**src/dac_bank_regs.vh**
```
// Register offsets, field positions and reset values for the DAC gain and lock register bank
`ifndef DAC_BANK_REGS_VH
`define DAC_BANK_REGS_VH

// ****************************************
// Register addresses (5-bit serial address)
// ****************************************
`define ADDR_VOL_CODE_BASE   5'h00
`define ADDR_VOL_PWRDN       5'h09
`define ADDR_VOL_GAIN        5'h0a
`define ADDR_LOCK_STATUS     5'h0b
`define ADDR_NV_GAIN         5'h1a

// ****************************************
// Field positions
// ****************************************
`define GAIN_FIELD_LSB       8
`define PWRDN_FIELD_W        2

// ****************************************
// Reset values
// ****************************************
`define NV_LOCK_DEFAULT      2'h0
`define PWRDN_NORMAL         2'h0

`endif

```
**src/dac_gain_lock_status_regs.v**
```verilog
// Gain, lock status and ladder control register bank of a multi-channel voltage DAC
`timescale 1ns/10ps
`include "dac_bank_regs.vh"

// Operation
// - One gain bit per channel, 1 is 2x
// - Unimplemented gain register bits read zero
// - Lock pair encodes four lock levels
// - Lock status loads programmed value after reset
// - Volatile code selects ladder wiper position
// - Highest wiper position is 2^n minus one
// - Power-down disconnects ladder from reference
// - Up to eight channels, absent ones unimplemented
// - Reset loads volatile state from nonvolatile
// - Volatile gain changes by reset or write
module dac_gain_lock_status_regs #(
  parameter CHANNELS = 8,
  parameter RES_BITS = 12
) (
  // Clock and reset
  input  wire                         clk,
  input  wire                         rstn,
  // Register access from the serial command engine
  input  wire                         wr_en,
  input  wire                         rd_en,
  input  wire [4:0]                   addr,
  input  wire [15:0]                  wdata,
  output reg  [15:0]                  rdata,
  output reg                          rvalid,
  // Nonvolatile state presented by the memory
  input  wire [2*CHANNELS-1:0]        lock_cfg_pair,
  input  wire [CHANNELS-1:0]          nv_gain_in,
  input  wire [CHANNELS*RES_BITS-1:0] nv_code_in,
  input  wire [2*CHANNELS-1:0]        nv_pwrdn_in,
  // Analog controls
  output reg  [CHANNELS-1:0]          out_gain_sel,
  output wire [CHANNELS*RES_BITS-1:0] wiper_pos,
  output wire [CHANNELS-1:0]          ladder_ref_node
);

  // ****************************************
  // Register state
  // ****************************************
  reg  [CHANNELS-1:0]   nv_gain_reg;
  reg  [CHANNELS-1:0]   vol_gain_reg;
  reg  [RES_BITS-1:0]   code_reg  [0:CHANNELS-1];
  reg  [1:0]            pwrdn_reg [0:CHANNELS-1];
  reg  [2*CHANNELS-1:0] lock_state_mirror;
  reg                   load_pending_reg;
  reg  [15:0]           rdata_next;
  integer               i;
  integer               j;
  integer               p;
  wire [CHANNELS-1:0]   code_hit;

  // Widen a channel field into the gain byte, absent channels stay zero
  function [15:0] gain_word;
    input [CHANNELS-1:0] g;
    reg   [7:0]          b;
    begin
      b = 8'h00;
      b[CHANNELS-1:0] = g;
      gain_word = {b, 8'h00};
    end
  endfunction

  // Address of one channel's code register, kept in one place so write and read decode agree
  function [4:0] code_addr;
    input integer ch;
    begin
      code_addr = `ADDR_VOL_CODE_BASE + ch[4:0];
    end
  endfunction

  // ****************************************
  // Address decode
  // ****************************************
  // One match line per implemented channel, so an absent channel can never be addressed
  genvar m;
  generate
    for (m = 0; m < CHANNELS; m = m + 1) begin : g_hit
      assign code_hit[m] = (addr == code_addr(m));
    end
  endgenerate

  // ****************************************
  // Recall and write path
  // ****************************************
  // Recall runs on the first clock after release, which keeps every reset branch constant-only
  always @(posedge clk or negedge rstn) begin
    if (!rstn) begin
      load_pending_reg <= 1'b1;
    end else begin
      load_pending_reg <= 1'b0;
    end
  end

  // Gain registers; the lock status address has no write branch anywhere, so writes there fall through
  always @(posedge clk or negedge rstn) begin
    if (!rstn) begin
      nv_gain_reg  <= {CHANNELS{1'b0}};
      vol_gain_reg <= {CHANNELS{1'b0}};
    end else if (load_pending_reg) begin
      nv_gain_reg  <= nv_gain_in;
      vol_gain_reg <= nv_gain_in;
    end else if (wr_en && (addr == `ADDR_NV_GAIN)) begin
      nv_gain_reg  <= wdata[`GAIN_FIELD_LSB +: CHANNELS];
    end else if (wr_en && (addr == `ADDR_VOL_GAIN)) begin
      vol_gain_reg <= wdata[`GAIN_FIELD_LSB +: CHANNELS];
    end
  end

  // Output codes; a write in the recall cycle is dropped so the recalled value always lands
  always @(posedge clk or negedge rstn) begin
    if (!rstn) begin
      for (i = 0; i < CHANNELS; i = i + 1) begin
        code_reg[i] <= {RES_BITS{1'b0}};
      end
    end else if (load_pending_reg) begin
      for (i = 0; i < CHANNELS; i = i + 1) begin
        code_reg[i] <= nv_code_in[i*RES_BITS +: RES_BITS];
      end
    end else if (wr_en) begin
      for (i = 0; i < CHANNELS; i = i + 1) begin
        if (code_hit[i]) begin
          code_reg[i] <= wdata[RES_BITS-1:0];
        end
      end
    end
  end

  // Power-down fields, one pair per channel from bit 0
  always @(posedge clk or negedge rstn) begin
    if (!rstn) begin
      for (p = 0; p < CHANNELS; p = p + 1) begin
        pwrdn_reg[p] <= `PWRDN_NORMAL;
      end
    end else if (load_pending_reg) begin
      for (p = 0; p < CHANNELS; p = p + 1) begin
        pwrdn_reg[p] <= nv_pwrdn_in[2*p +: 2];
      end
    end else if (wr_en && (addr == `ADDR_VOL_PWRDN)) begin
      for (p = 0; p < CHANNELS; p = p + 1) begin
        pwrdn_reg[p] <= wdata[2*p +: 2];
      end
    end
  end

  // ****************************************
  // Lock status mirror
  // ****************************************
  // Lock mirror follows the nonvolatile pairs every cycle; reset value is the shipped unlocked state
  always @(posedge clk or negedge rstn) begin
    if (!rstn) begin
      lock_state_mirror <= {2*CHANNELS{1'b0}};
    end else begin
      lock_state_mirror <= lock_cfg_pair;
    end
  end

  // ****************************************
  // Read path
  // ****************************************
  // Read decode; unmapped addresses and unimplemented bits fall out as zero
  always @* begin
    rdata_next = 16'h0000;
    case (addr)
      `ADDR_NV_GAIN:     rdata_next = gain_word(nv_gain_reg);
      `ADDR_VOL_GAIN:    rdata_next = gain_word(vol_gain_reg);
      `ADDR_LOCK_STATUS: rdata_next[2*CHANNELS-1:0] = lock_state_mirror;
      `ADDR_VOL_PWRDN: begin
        for (j = 0; j < CHANNELS; j = j + 1) begin
          rdata_next[2*j +: 2] = pwrdn_reg[j];
        end
      end
      default: begin
        for (j = 0; j < CHANNELS; j = j + 1) begin
          if (code_hit[j]) begin
            rdata_next[RES_BITS-1:0] = code_reg[j];
          end
        end
      end
    endcase
  end

  // ****************************************
  // Registered outputs
  // ****************************************
  // Read answer one cycle after rd_en; rdata holds until the next read so a slow host can still take it
  always @(posedge clk or negedge rstn) begin
    if (!rstn) begin
      rdata  <= 16'h0000;
      rvalid <= 1'b0;
    end else begin
      rvalid <= rd_en;
      if (rd_en) begin
        rdata <= rdata_next;
      end
    end
  end

  // Gain pins follow the volatile gain one clock later, straight from a flip-flop
  always @(posedge clk or negedge rstn) begin
    if (!rstn) begin
      out_gain_sel <= {CHANNELS{1'b0}};
    end else begin
      out_gain_sel <= vol_gain_reg;
    end
  end

  // ****************************************
  // Per-channel ladder decode
  // ****************************************
  // The analog side sees a new code one clock after the register takes it
  genvar c;
  generate
    for (c = 0; c < CHANNELS; c = c + 1) begin : g_ch
      ladder_decode #(
        .RES_BITS (RES_BITS)
      ) u_ladder (
        .clk         (clk),
        .rstn        (rstn),
        .code        (code_reg[c]),
        .pwrdn       (pwrdn_reg[c]),
        .wiper_pos   (wiper_pos[c*RES_BITS +: RES_BITS]),
        .ref_connect (ladder_ref_node[c])
      );
    end
  endgenerate

endmodule

```
**src/ladder_decode.v**
```verilog
// One channel's wiper position decode and ladder reference switch
`timescale 1ns/10ps
`include "dac_bank_regs.vh"
module ladder_decode #(
  parameter RES_BITS = 12
) (
  // Clock and reset
  input  wire                clk,
  input  wire                rstn,
  // Channel controls
  input  wire [RES_BITS-1:0] code,
  input  wire [1:0]          pwrdn,
  // Ladder controls
  output reg  [RES_BITS-1:0] wiper_pos,
  output reg                 ref_connect
);

  // Code maps straight onto a tap; the top tap 2^n-1 still leaves one element to the reference node
  always @(posedge clk or negedge rstn) begin
    if (!rstn) begin
      wiper_pos   <= {RES_BITS{1'b0}};
      ref_connect <= 1'b0;
    end else begin
      wiper_pos   <= code;
      ref_connect <= (pwrdn == `PWRDN_NORMAL);
    end
  end

endmodule
```
**config.mk**
```make
export PLATFORM = sky130hd
export DESIGN_NAME = dac_gain_lock_status_regs
export DESIGN_NICKNAME = d
export VERILOG_FILES = /design/src/dac_gain_lock_status_regs.v /design/src/ladder_decode.v
export VERILOG_INCLUDE_DIRS = /design/src
export SDC_FILE = /design/constraint.sdc
export NUM_CORES = 1
export LEC_CHECK = 0
export BUFFER_PORTS_ARGS = -buffer_cell sky130_fd_sc_hd__buf_2
export CAP_MARGIN = 20
export CORE_MARGIN = 8
export CORE_UTILIZATION = 50
export DETAILED_ROUTE_END_ITERATION = 7
export PLACE_DENSITY = 0.74
export REMOVE_ABC_BUFFERS = 1
export SETUP_SLACK_MARGIN = 0.02
export SKIP_CTS_REPAIR_TIMING = 1
export SLEW_MARGIN = 10
export SYNTH_ARGS = -nofsm -noshare
export SYNTH_HDL_FRONTEND = slang
export SYNTH_SLANG_ARGS = --single-unit
```
**constraint.sdc**
```tcl
create_clock -name clk -period 2.7 [get_ports clk]
set_clock_uncertainty 0.05 [all_clocks]
set_input_delay 0.405 -clock clk [delete_from_list [all_inputs] [get_ports clk]]
set_output_delay 0.405 -clock clk [all_outputs]
set_load 0.02 [all_outputs]
```
==> summary.txt, run 1 <==
Pwr
  – Power Density: 717 nW/um^2
  – Pleak: 7.11 nW
  – Peak supply drop: 0.366 mV

Global routing
  – Largest net degree at the start of global routing: 75
  – First-pass GRT wire length: 51500 um
  – GR Overflow Total: 0
  – Vias in the first global route: 8914
  – Initial antenna violation count: 5
  – Global Route Usage Sum: 24.9%

Setup path
  – Worst R2R End: code_reg[75]
  – CP arrival: 2.28 ns
  – Slowest cell on crit path: nor2_2
  – R2R Setup Slk: 0.84 ns
  – R2R cell count: 4
  – Data required, critical path: 3.12 ns
  – Worst-path fanout max: 37
  – Slowest Stage Delay on Critical Path: 0.67 ns
  – CP Class: flop to flop
  – Most used cell, CP: nand2_1
  – FF-to-FF Start: load_pending_reg
  – CP Launch Type: flop
  – Critical-path cell list: buf_4 -> nor2_2 -> nand2_1 -> nand2_1
  – CP endpoint kind: flop

Clock tree
  – CTS Root Cell: clkbuf_16
  – Clock buffer count from CTS: 28
  – Sink Count: 274
  – CTS max path bufs: 3
  – Clk_lat worst skew: 0.53 ns
  – H-tree levels: 1
  – Clock slew at the register clock pins of the worst setup and hold paths: 0.06 ns
  – CTS tree: done

Finish
  – Area Overhead vs Synth: 26.9%
  – Commonest cells after routing, fill and taps aside: 288 x buf_2, 273 x dfrtp_1, 128 x nand2_1
  – Storage cell area: 6860 sq um
  – Multi-input logic area: 3780 sq um
  – Layout cells sized above 1: 32.1%
  – Layout fillers: 1747
  – NumNets Final: 1394
  – Most common cell after layout, fill and taps aside: buf_2
  – Final Instance Area: 14000 sq um

Die
  – Initial Utilization: 50.7%
  – Num rows: 54
  – Die ar.: 27100 sq um
  – Die Span X: 165 um
  – Die H: 165 um
  – # IOs: 290
  – Core area: 21800 sq um

Detailed routing
  – Drt initial violations: 708
  – Final wirelength: 34600 um
  – Drt pass-1 iters: 5
  – Via count: 8597
  – WL per Instance: 22.6 um
  – Vias per cell: 5.60
  – Post-DRT Antenna Nets: 0
  – # DRC: 0

Worst hold path
  – Hold-critical path depth: 3
  – Hold Crit Start: nv_code_in[63]
  – Hold worst-path end: code_reg[27]
  – Hold WC Path Type: input port to flop

Place
  – Placer Congestion: 0.861
  – Placed Area: 12800 sq um
  – Final HPWL DP: 24400 um
  – DP Worst Slack: 0.304 ns
  – Number of port buffers: 289

STA
  – Final period util: 69.0%
  – Period minus WS final: 1.86 ns
  – # setup viols final: 0
  – RSZ-0062 raised after global routing: no
  – Final hold vios: 0
  – Worst setup margin: 0.837 ns
  – Worst Tran Pin Value: 0.791 ns
  – Max-slew violations: 0
  – Relative slew slack: 47.2%
  – Fmax: 537 MHz

Flow run
  – Reported max-cap violation count: 0

Run status
  – Status: finished, final reports clean

Synthesis
  – Sequential element share of the synthesized area: 62.2%
  – Synth Register Bits: 274
  – Ys flop type: dfrtp_1
  – EDFF count, synth: 0
  – Synth cell types: 47
  – Synthesized cell area: 11000 sq um
  – Syn avg cell area: 11.8 sq um
  – Syn Inst Count: 936
  – Synth warn: 0
  – Asr flop ratio synth: 100%
cell type report:
cell class,count,share of cell area (%)
clock buffer,44,6.31
tap,280,2.50
timing repair buffer,345,14.3
sequential,274,49.0
multi-input combinational,579,27.0
antenna,1,0.0179
inverter,5,0.134
clock inverter,8,0.644
critical path, delay by kind of cell, from the launching register on:
kind | cells | cell delay [ns]
and+or+nand+nor | 3 | 0.90
DFF | 1 | 0.57
buffers and inverters | 1 | 0.28
routing by layer:
layer  wire length [um]  vias to the layer above  track usage, %  part of all wire, %
met5                 44                        -               0                 0.13
met4               1080                        8            9.05                  3.1
met3               3190                       69            6.85                  9.2
met2              16400                      356            39.8                   47
met1              14000                     4302            32.1                   40
li1                   -                     3862               -                    -
cell usage after synthesis, types with 2 or more instances:
master    instances  share of area (%)
nand2_2           2               0.11
a21o_1           11               0.75
nor4b_1           3               0.24
buf_2            20               0.91
and3_1            4               0.23
nor2_1           41                1.4
a31oi_1           7               0.40
a21oi_1          34                1.5
a22oi_1          36                2.5
and2b_1           2               0.14
nor3_1            7               0.32
mux4_2           10                2.0
mux2_2            6               0.61
dfrtp_1         273                 62
nand3_1          13               0.59
a22o_1           11               0.87
nor2_2            2               0.11
o32ai_1           3               0.24
buf_4            15                1.0
clkbuf_1         42                1.4
o21ai_1           5               0.23
mux2i_1         114                 10
o21ai_0         101                4.6
nor2b_1          10               0.57
nand2_1         128                4.4
inv_1             5               0.17
a32oi_1           2               0.16
nand2b_1         10               0.57
worst max-delay path by stage:
stage | cells past startpoint | start | slack [ns] | endpoint
2_1_floorplan | 4 | load_pending_reg | -0.66 | code_reg[72]
3_3_place_gp | 8 | addr[2] | 0.46 | code_reg[7]
3_5_place_dp | 8 | addr[2] | 0.30 | code_reg[1]
4_1_cts | 4 | load_pending_reg | 0.84 | code_reg[79]
5_1_grt | 8 | addr[2] | 0.71 | code_reg[7]
6_report | 4 | load_pending_reg | 0.84 | code_reg[75]
power breakdown:
group / internal, mW / switching, mW / leakage, nW
registers: 4.48 / 0.229 / 3.29
clock network: 2.42 / 1.56 / 0.487
logic: 0.504 / 0.825 / 3.33
total: 7.41 / 2.62 / 7.11
per-stage QoR:
step	total power [mW]	setup TNS [ns]	cells	util, %	hold WS [ns]
after floorplan	5.37	-23.92	858	-	0.0594
after global placement	6.06	0	1466	59.0	0.329
after detailed placement	6.09	0	1466	59.0	0.330
after CTS	10.1	0	1518	63.5	-0.209
after global routing	10.4	0	1536	64.3	0.0194
final	10.0	0	1536	64.3	0.0319
logic make-up after synthesis:
family / after synthesis / synth area share (%)
compound gates: 220 / 12.0
mux: 130 / 13.0
buf+inv: 83 / 3.63
simple gates: 228 / 9.18
other cells: 1 / 0.0340
flops: 274 / 62.2
(Power assumes the default switching activity.)
==> run 2, diff against run 1 <==
- ABC_AREA: default -> 1
- PLACE_DENSITY: 0.74 -> 0.75
- clock period: 2.7 -> 1.93 ns (I/O delays scaled with it)
==> run 2 against run 1 <==
- total power rose by 41%
- final cell count rose by 17%
- the run now ends with hold timing left
- count of clock-buffer cells in the layout fell by 3
- synthesized area fell by 3.9%
- via count rose by 14%
- cell area rose by 5.3%
- worst setup slack got worse by 0.76 ns
- non-clock buffer count rose by 118
- largest cell class unchanged
- sequential cell count did not move
- maximum frequency rose by 0.57%
- critical path type unchanged
- sequential share of layout area fell by 2.5 points
==> summary.txt, run 2 <==
Run status
  – Status: finished, violations left
  – Violations in the final reports: hold timing

Finish
  – Area Overhead vs Synth: 39.1%
  – Final Instance Area: 14700 sq um (+5.3%)
  – Finished Layout Cells: 1791 (+17%)
  – Storage cell area: 6860 sq um (unchanged)
  – Commonest cells after routing, fill and taps aside: 377 x nand2_1, 288 x buf_2, 273 x dfrtp_1
  – Most common cell after layout, fill and taps aside: nand2_1
  – NumNets Final: 1656 (+19%)
  – Multi-input logic area: 3330 sq um (-12%)
  – Layout cells sized above 1: 27.2% (-4.9 points)
  – Layout fillers: 1510 (-14%)
  – Final core occ: 70.5% (+6.2 points)

Setup path
  – Data required, critical path: 2.26 ns (-0.86 ns)
  – CP Class: flop to flop
  – CP delay by family, top: flip-flops
  – CP endpoint kind: flop
  – FF-to-FF Start: load_pending_reg
  – Worst R2R End: code_reg[26]
  – CP arrival: 2.18 ns (-0.10 ns)
  – CP Launch Type: flop
  – Crit path buf inv count: 2 (+1)
  – R2R cell count: 4 (unchanged)
  – R2R Setup Slk: 0.08 ns (-0.76 ns)
  – Worst-path fanout max: 17 (-54%)
  – Critical-path cell list: inv_1 -> buf_12 -> nand2_1 -> o211ai_1
  – Slowest cell on crit path: dfstp_4
  – Slowest Stage Delay on Critical Path: 0.68 ns (about the same)

Worst hold path
  – Hold Crit Start: nv_code_in[36]
  – Hold worst-path end: code_reg[48]
  – Hold-critical path depth: 3 (unchanged)
  – Hold WC Path Type: input port to flop

Synthesis
  – Asr flop ratio synth: 100% (unchanged)
  – Cell accounting for the most synthesized area: dfrtp_1
  – Syn avg cell area: 9.99 sq um (-15%)
  – Synth cell types: 33 (-30%)
  – Synthesized cell area: 10600 sq um (-3.9%)
  – Ys flop type: dfrtp_1
  – Top cells by area, synth: dfrtp_1 64%, nand2_1 13%, o211ai_1 6.8%, nor2_1 3.0%, nand4_1 2.0%
  – Syn Inst Count: 1060 (+13%)
  – EDFF count, synth: 0 (unchanged)
  – Sequential element share of the synthesized area: 64.7% (+2.5 points)
  – Post-synth top area share: 64.5% (+2.5 points)
  – Synth warn: 0 (unchanged)
  – Synth Register Bits: 274 (unchanged)
  – Top-count cell post-synth: nand2_1
  – Post-synth top cells: 377 x nand2_1, 273 x dfrtp_1, 96 x o211ai_1

Detailed routing
  – WL per Instance: 20.7 um (-8.2%)
  – Vias per cell: 5.48 (-2.1%)
  – Via count: 9814 (+14%)
  – # DRC: 0 (unchanged)
  – Drt pass-1 iters: 7 (+2)
  – Post-DRT Antenna Nets: 0 (unchanged)
  – Drt initial violations: 830 (+17%)
  – Final wirelength: 37100 um (+7.1%)

Die
  – Die Span X: 162 um (-1.8%)
  – Die H: 162 um (-1.8%)
  – Num rows: 53 (-1.9%)
  – Core area: 20900 sq um (-4.0%)
  – Die ar.: 26100 sq um (-3.6%)
  – # IOs: 290 (unchanged)
  – Initial Utilization: 50.7% (about the same)

Clock tree
  – CTS tree: done
  – Clock buffer count from CTS: 29 (+3.6%)
  – Clk_lat worst skew: 0.54 ns (about the same)
  – CTS Root Cell: clkbuf_16
  – CTS max path bufs: 3 (unchanged)
  – H-tree levels: 1 (unchanged)
  – Clock slew at the register clock pins of the worst setup and hold paths: 0.06 ns (about the same)
  – Sink Count: 274 (unchanged)

Pwr
  – Peak supply drop: 0.654 mV (+79%)
  – Power Density: 961 nW/um^2 (+34%)
  – Design Power: 14.2 mW (+41%)
  – Pleak: 7.15 nW (+0.50%)

STA
  – Final period util: 96.0% (+27 points)
  – Fmax: 540 MHz (+0.57%)
  – Max-slew violations: 0 (unchanged)
  – Period minus WS final: 1.85 ns (-0.0105 ns)
  – Worst Tran Pin Value: 1.02 ns (+0.230 ns)
  – Hold_ws: -0.0384 ns (-0.0703 ns)
  – RSZ-0062 raised after global routing: no
  – Relative slew slack: 31.7% (-16 points)
  – Final hold vios: 13 (+13)
  – # setup viols final: 0 (unchanged)

Flow run
  – Reported max-cap violation count: 0 (unchanged)

Global routing
  – Initial antenna violation count: 1 (-4)
  – Largest net degree at the start of global routing: 69 (-8.0%)
  – Global Route Usage Sum: 26.2% (+1.3 points)
  – Vias in the first global route: 9681 (+8.6%)
  – GR Overflow Total: 0 (unchanged)
  – First-pass GRT wire length: 53600 um (+4.0%)

Place
  – Placed Area: 12600 sq um (-1.6%)
  – Final HPWL DP: 25100 um (+2.6%)
  – Number of port buffers: 289 (unchanged)
  – Post-Place Cells: 1622 (+11%)
  – Placer Congestion: 0.922 (+7.1%)
run 2: cell types whose count changed in the layout (fill, tap and decap cells not counted), sizes merged, moves of 23 or more:
cell         previous run  this run
nor2                   44        93
mux2i                 114         0
o21ai                 106        11
dlygate4sd3            17       117
nand4                   0        34
a22oi                  36         6
a31oi                   7        30
nand2                 130       382
o211ai                  1        96
run 2: through the flow:
stage | worst slack (ns) | TNS (ns)
2_1_floorplan | -1.29 | -134.47
3_3_place_gp | -0.0444 | -0.463
3_5_place_dp | -0.0981 | -0.789
4_1_cts | 0.0682 | 0
5_1_grt | 0.0438 | 0
6_report | 0.0779 | 0
run 2: area by class of cell:
cell class                 instances  share of cell area [%]
sequential                       274                    46.6
multi-input combinational        698                    22.6
timing repair buffer             463                    21.5
clock buffer                      41                    5.57
tap                              275                    2.33
inverter                          29                   0.756
clock inverter                    10                   0.696
antenna                            1                  0.0170
run 2: worst max path at each step:
stage,startpoint,end,slack [ns],cells past startpoint
floorplan,load_pending_reg,pwrdn_reg[0],-1.29,3
global placement,addr[0],code_reg[42],-0.04,9
detailed placement,addr[0],code_reg[39],-0.1,9
CTS,load_pending_reg,code_reg[39],0.07,4
global route,load_pending_reg,code_reg[26],0.04,4
finish,load_pending_reg,code_reg[26],0.08,4
run 2: worst reg2reg max path, delay by kind of cell (launching register included):
family	cells	cell delay, ns
AOI/OAI and AO/OA	1	0.22
and+or+nand+nor	1	0.39
buffers and inverters	2	0.37
DFF	1	0.68
run 2: cell families after synthesis:
| kind of cell | after synthesis | synth area share (%) |
|---|---|---|
| buffers and inverters | 88 | 3.89 |
| other | 1 | 0.0354 |
| AND/OR/NAND/NOR | 529 | 20.4 |
| AO/OA/AOI/OAI | 168 | 10.9 |
| flip-flops | 274 | 64.7 |
run 2: layer usage:
layer | vias to the layer above | share of wire (%) | track usage, %
met3 | 117 | 8.4 | 4.66
met4 | 0 | 4.2 | 12.0
li1 | 4408 | - | -
met5 | - | 0 | 0
met1 | 4744 | 39 | 34.1
met2 | 545 | 49 | 42.3
run 2: where the power goes:
group	leakage [nW]	switching (mW)	internal (mW)
combinational	3.41	1.26	0.795
clock	0.457	2.22	3.20
sequential	3.28	0.356	6.33
total	7.15	3.84	10.3
==> run 3, diff against run 2 <==
- clock period: 1.93 -> 1.86 ns (I/O delays scaled with it)
==> run 3 against run 2 <==
- the flow still finishes with violations (hold timing)
- critical path depth stayed put
- global-route usage fell by 0.39 points
- sequential cell count unchanged
- critical endpoint is now code_reg[6]
- largest cell class unchanged
==> summary.txt, run 3 (synthesis gave the netlist of run 2 again) <==
Setup path
  – Data required, critical path: 2.19 ns (-0.07 ns)
  – FF-to-FF Start: load_pending_reg
  – CP endpoint kind: flop
  – CP Launch Type: flop
  – Slowest Stage Delay on Critical Path: 0.66 ns (-0.02 ns)
  – Worst R2R End: code_reg[6]
  – R2R cell count: 4 (unchanged)
  – Worst-path fanout max: 19 (+2)
  – Critical-path cell list: inv_1 -> buf_4 -> nand2_1 -> o211ai_1
  – CP Class: flop to flop
  – CP arrival: 2.11 ns (-0.07 ns)
  – R2R Setup Slk: 0.08 ns (about the same)
  – Slowest cell on crit path: dfstp_4

STA
  – Max-slew violations: 0 (unchanged)
  – Hold_ws: -0.0366 ns (+0.00182 ns)
  – Period minus WS final: 1.78 ns (-0.0738 ns)
  – Setup TNS: 0 ns (unchanged)
  – Fmax: 562 MHz (+4.2%)
  – Final period util: 95.6% (-0.36 points)
  – # setup viols final: 0 (unchanged)
  – Relative slew slack: 64.9% (+33 points)
  – Worst Tran Pin Value: 0.527 ns (-0.494 ns)
  – Final hold vios: 10 (-3)
  – RSZ-0062 raised after global routing: no

Global routing
  – Met2 Use GR: 43.0% (+0.65 points)
  – GR Overflow Total: 0 (unchanged)
  – Vias in the first global route: 9471 (-2.2%)
  – Largest net degree at the start of global routing: 59 (-14%)
  – Met1 GRT Util: 33.1% (-1.0 points)
  – Initial antenna violation count: 1 (unchanged)
  – Grt peak-use layer: met2
  – Global Route Usage Sum: 25.8% (-0.39 points)
  – First-pass GRT wire length: 52800 um (-1.5%)
  – Met3 Resource Use GR: 5.55% (+0.89 points)

Detailed routing
  – Post-DRT Antenna Nets: 0 (unchanged)
  – WL per Instance: 20.3 um (-2.2%)
  – Vias per cell: 5.45 (-0.62%)
  – # DRC: 0 (unchanged)
  – Drt pass-1 iters: 5 (-2)
  – Final wirelength: 36400 um (-1.9%)
  – Drt initial violations: 818 (-1.4%)
  – Via count: 9786 (-0.29%)

Worst hold path
  – Hold Crit Start: nv_code_in[42]
  – Hold-critical path depth: 3 (unchanged)
  – Hold worst-path end: code_reg[54]
  – Hold WC Path Type: input port to flop

Run status
  – Status: finished, violations left
  – Violations in the final reports: hold timing

Clock tree
  – CTS max path bufs: 3 (unchanged)
  – CTS tree: done
  – Clock buffer count from CTS: 29 (unchanged)
  – CTS Root Cell: clkbuf_16
  – Clock slew at the register clock pins of the worst setup and hold paths: 0.06 ns (about the same)
  – Clk_lat worst skew: 0.53 ns (about the same)
  – H-tree levels: 1 (unchanged)
  – Sink Count: 274 (unchanged)

Flow run
  – Reported max-cap violation count: 0 (unchanged)

Finish
  – NumNets Final: 1663 (+0.42%)
  – Final Instance Area: 14900 sq um (+1.2%)
  – Commonest cells after routing, fill and taps aside: 377 x nand2_1, 288 x buf_2, 273 x dfrtp_1
  – Area Overhead vs Synth: 40.7%
  – Layout cells sized above 1: 27.6% (+0.40 points)
  – Multi-input logic area: 3320 sq um (about the same)
  – Layout fillers: 1497 (-0.86%)
  – Finished Layout Cells: 1797 (+0.34%)
  – Storage cell area: 6860 sq um (unchanged)
  – Antenna Cells: 0 (-1)
  – Most common cell after layout, fill and taps aside: nand2_1

Die
  – Die H: 162 um (unchanged)
  – Die Span X: 162 um (unchanged)
  – Initial Utilization: 50.7% (unchanged)
  – Core area: 20900 sq um (unchanged)
  – Die ar.: 26100 sq um (unchanged)
  – Num rows: 53 (unchanged)
  – # IOs: 290 (unchanged)

Place
  – Post-Place Cells: 1625 (+0.18%)
  – Final HPWL DP: 24900 um (-0.52%)
  – Placer Congestion: 0.910 (-1.3%)
  – Placed Area: 12700 sq um (+0.28%)
  – Number of port buffers: 289 (unchanged)

Pwr
  – Power Density: 1020 nW/um^2 (+5.9%)
  – Peak supply drop: 0.904 mV (+38%)
  – Pleak: 7.23 nW (+1.2%)
  – Design Power: 15.2 mW (+7.1%)
## run 3: cell types whose count changed in the layout (fill, tap and decap cells not counted), sizes merged
cell,before,now
buf,346,349
inv,27,29
clkinv,9,11
clkinvlp,1,0
diode,1,0
clkbuf,41,35
bufinv,2,5
dlygate4sd3,117,121
## run 3: layout make-up
class | count | area share [%]
Multi-Input combinational cell | 698 | 22.3
Tap cell | 275 | 2.31
Sequential cell | 274 | 46.0
Inverter | 29 | 0.747
Timing Repair Buffer | 470 | 21.8
Clock inverter | 16 | 1.47
Clock buffer | 35 | 5.35
## run 3: power breakdown
| part | leakage [nW] | switching, mW | internal, mW |
|---|---|---|---|
| Clock | 0.511 | 2.36 | 3.74 |
| Combinational | 3.44 | 1.31 | 0.835 |
| Sequential | 3.28 | 0.371 | 6.56 |
| Total | 7.23 | 4.04 | 11.1 |
## run 3: worst max path at each step
stage                    to              from
2_1_floorplan  pwrdn_reg[0]  load_pending_reg
3_3_place_gp   code_reg[19]           addr[3]
3_5_place_dp   code_reg[23]           addr[3]
4_1_cts         code_reg[6]  load_pending_reg
5_1_grt         code_reg[6]  load_pending_reg
6_report        code_reg[6]  load_pending_reg
## run 3: worst max-delay path: cells and delay by family (launching register included)
kind	cells	cell delay [ns]
AND/OR/NAND/NOR	1	0.41
buffers and inverters	2	0.30
flip-flops	1	0.66
AO/OA/AOI/OAI	1	0.19
## run 3: through the flow
step | util, % | setup WS (ns) | hold slack [ns]
finish | 71.4 | 0.0817 | -0.0366
floorplan | - | -1.36 | -0.0666
global route | 71.4 | 0.0274 | 0.00381
detailed placement | 60.7 | 0.0157 | 0.213
CTS | 65.5 | 0.104 | -0.342
global placement | 60.7 | 0.0776 | 0.207
## run 3: layer usage
layer / routed length (um) / vias up
met4: 1200 / 2
met3: 2930 / 103
met2: 17900 / 480
met1: 14300 / 4779
met5: 13 / -
li1: - / 4422
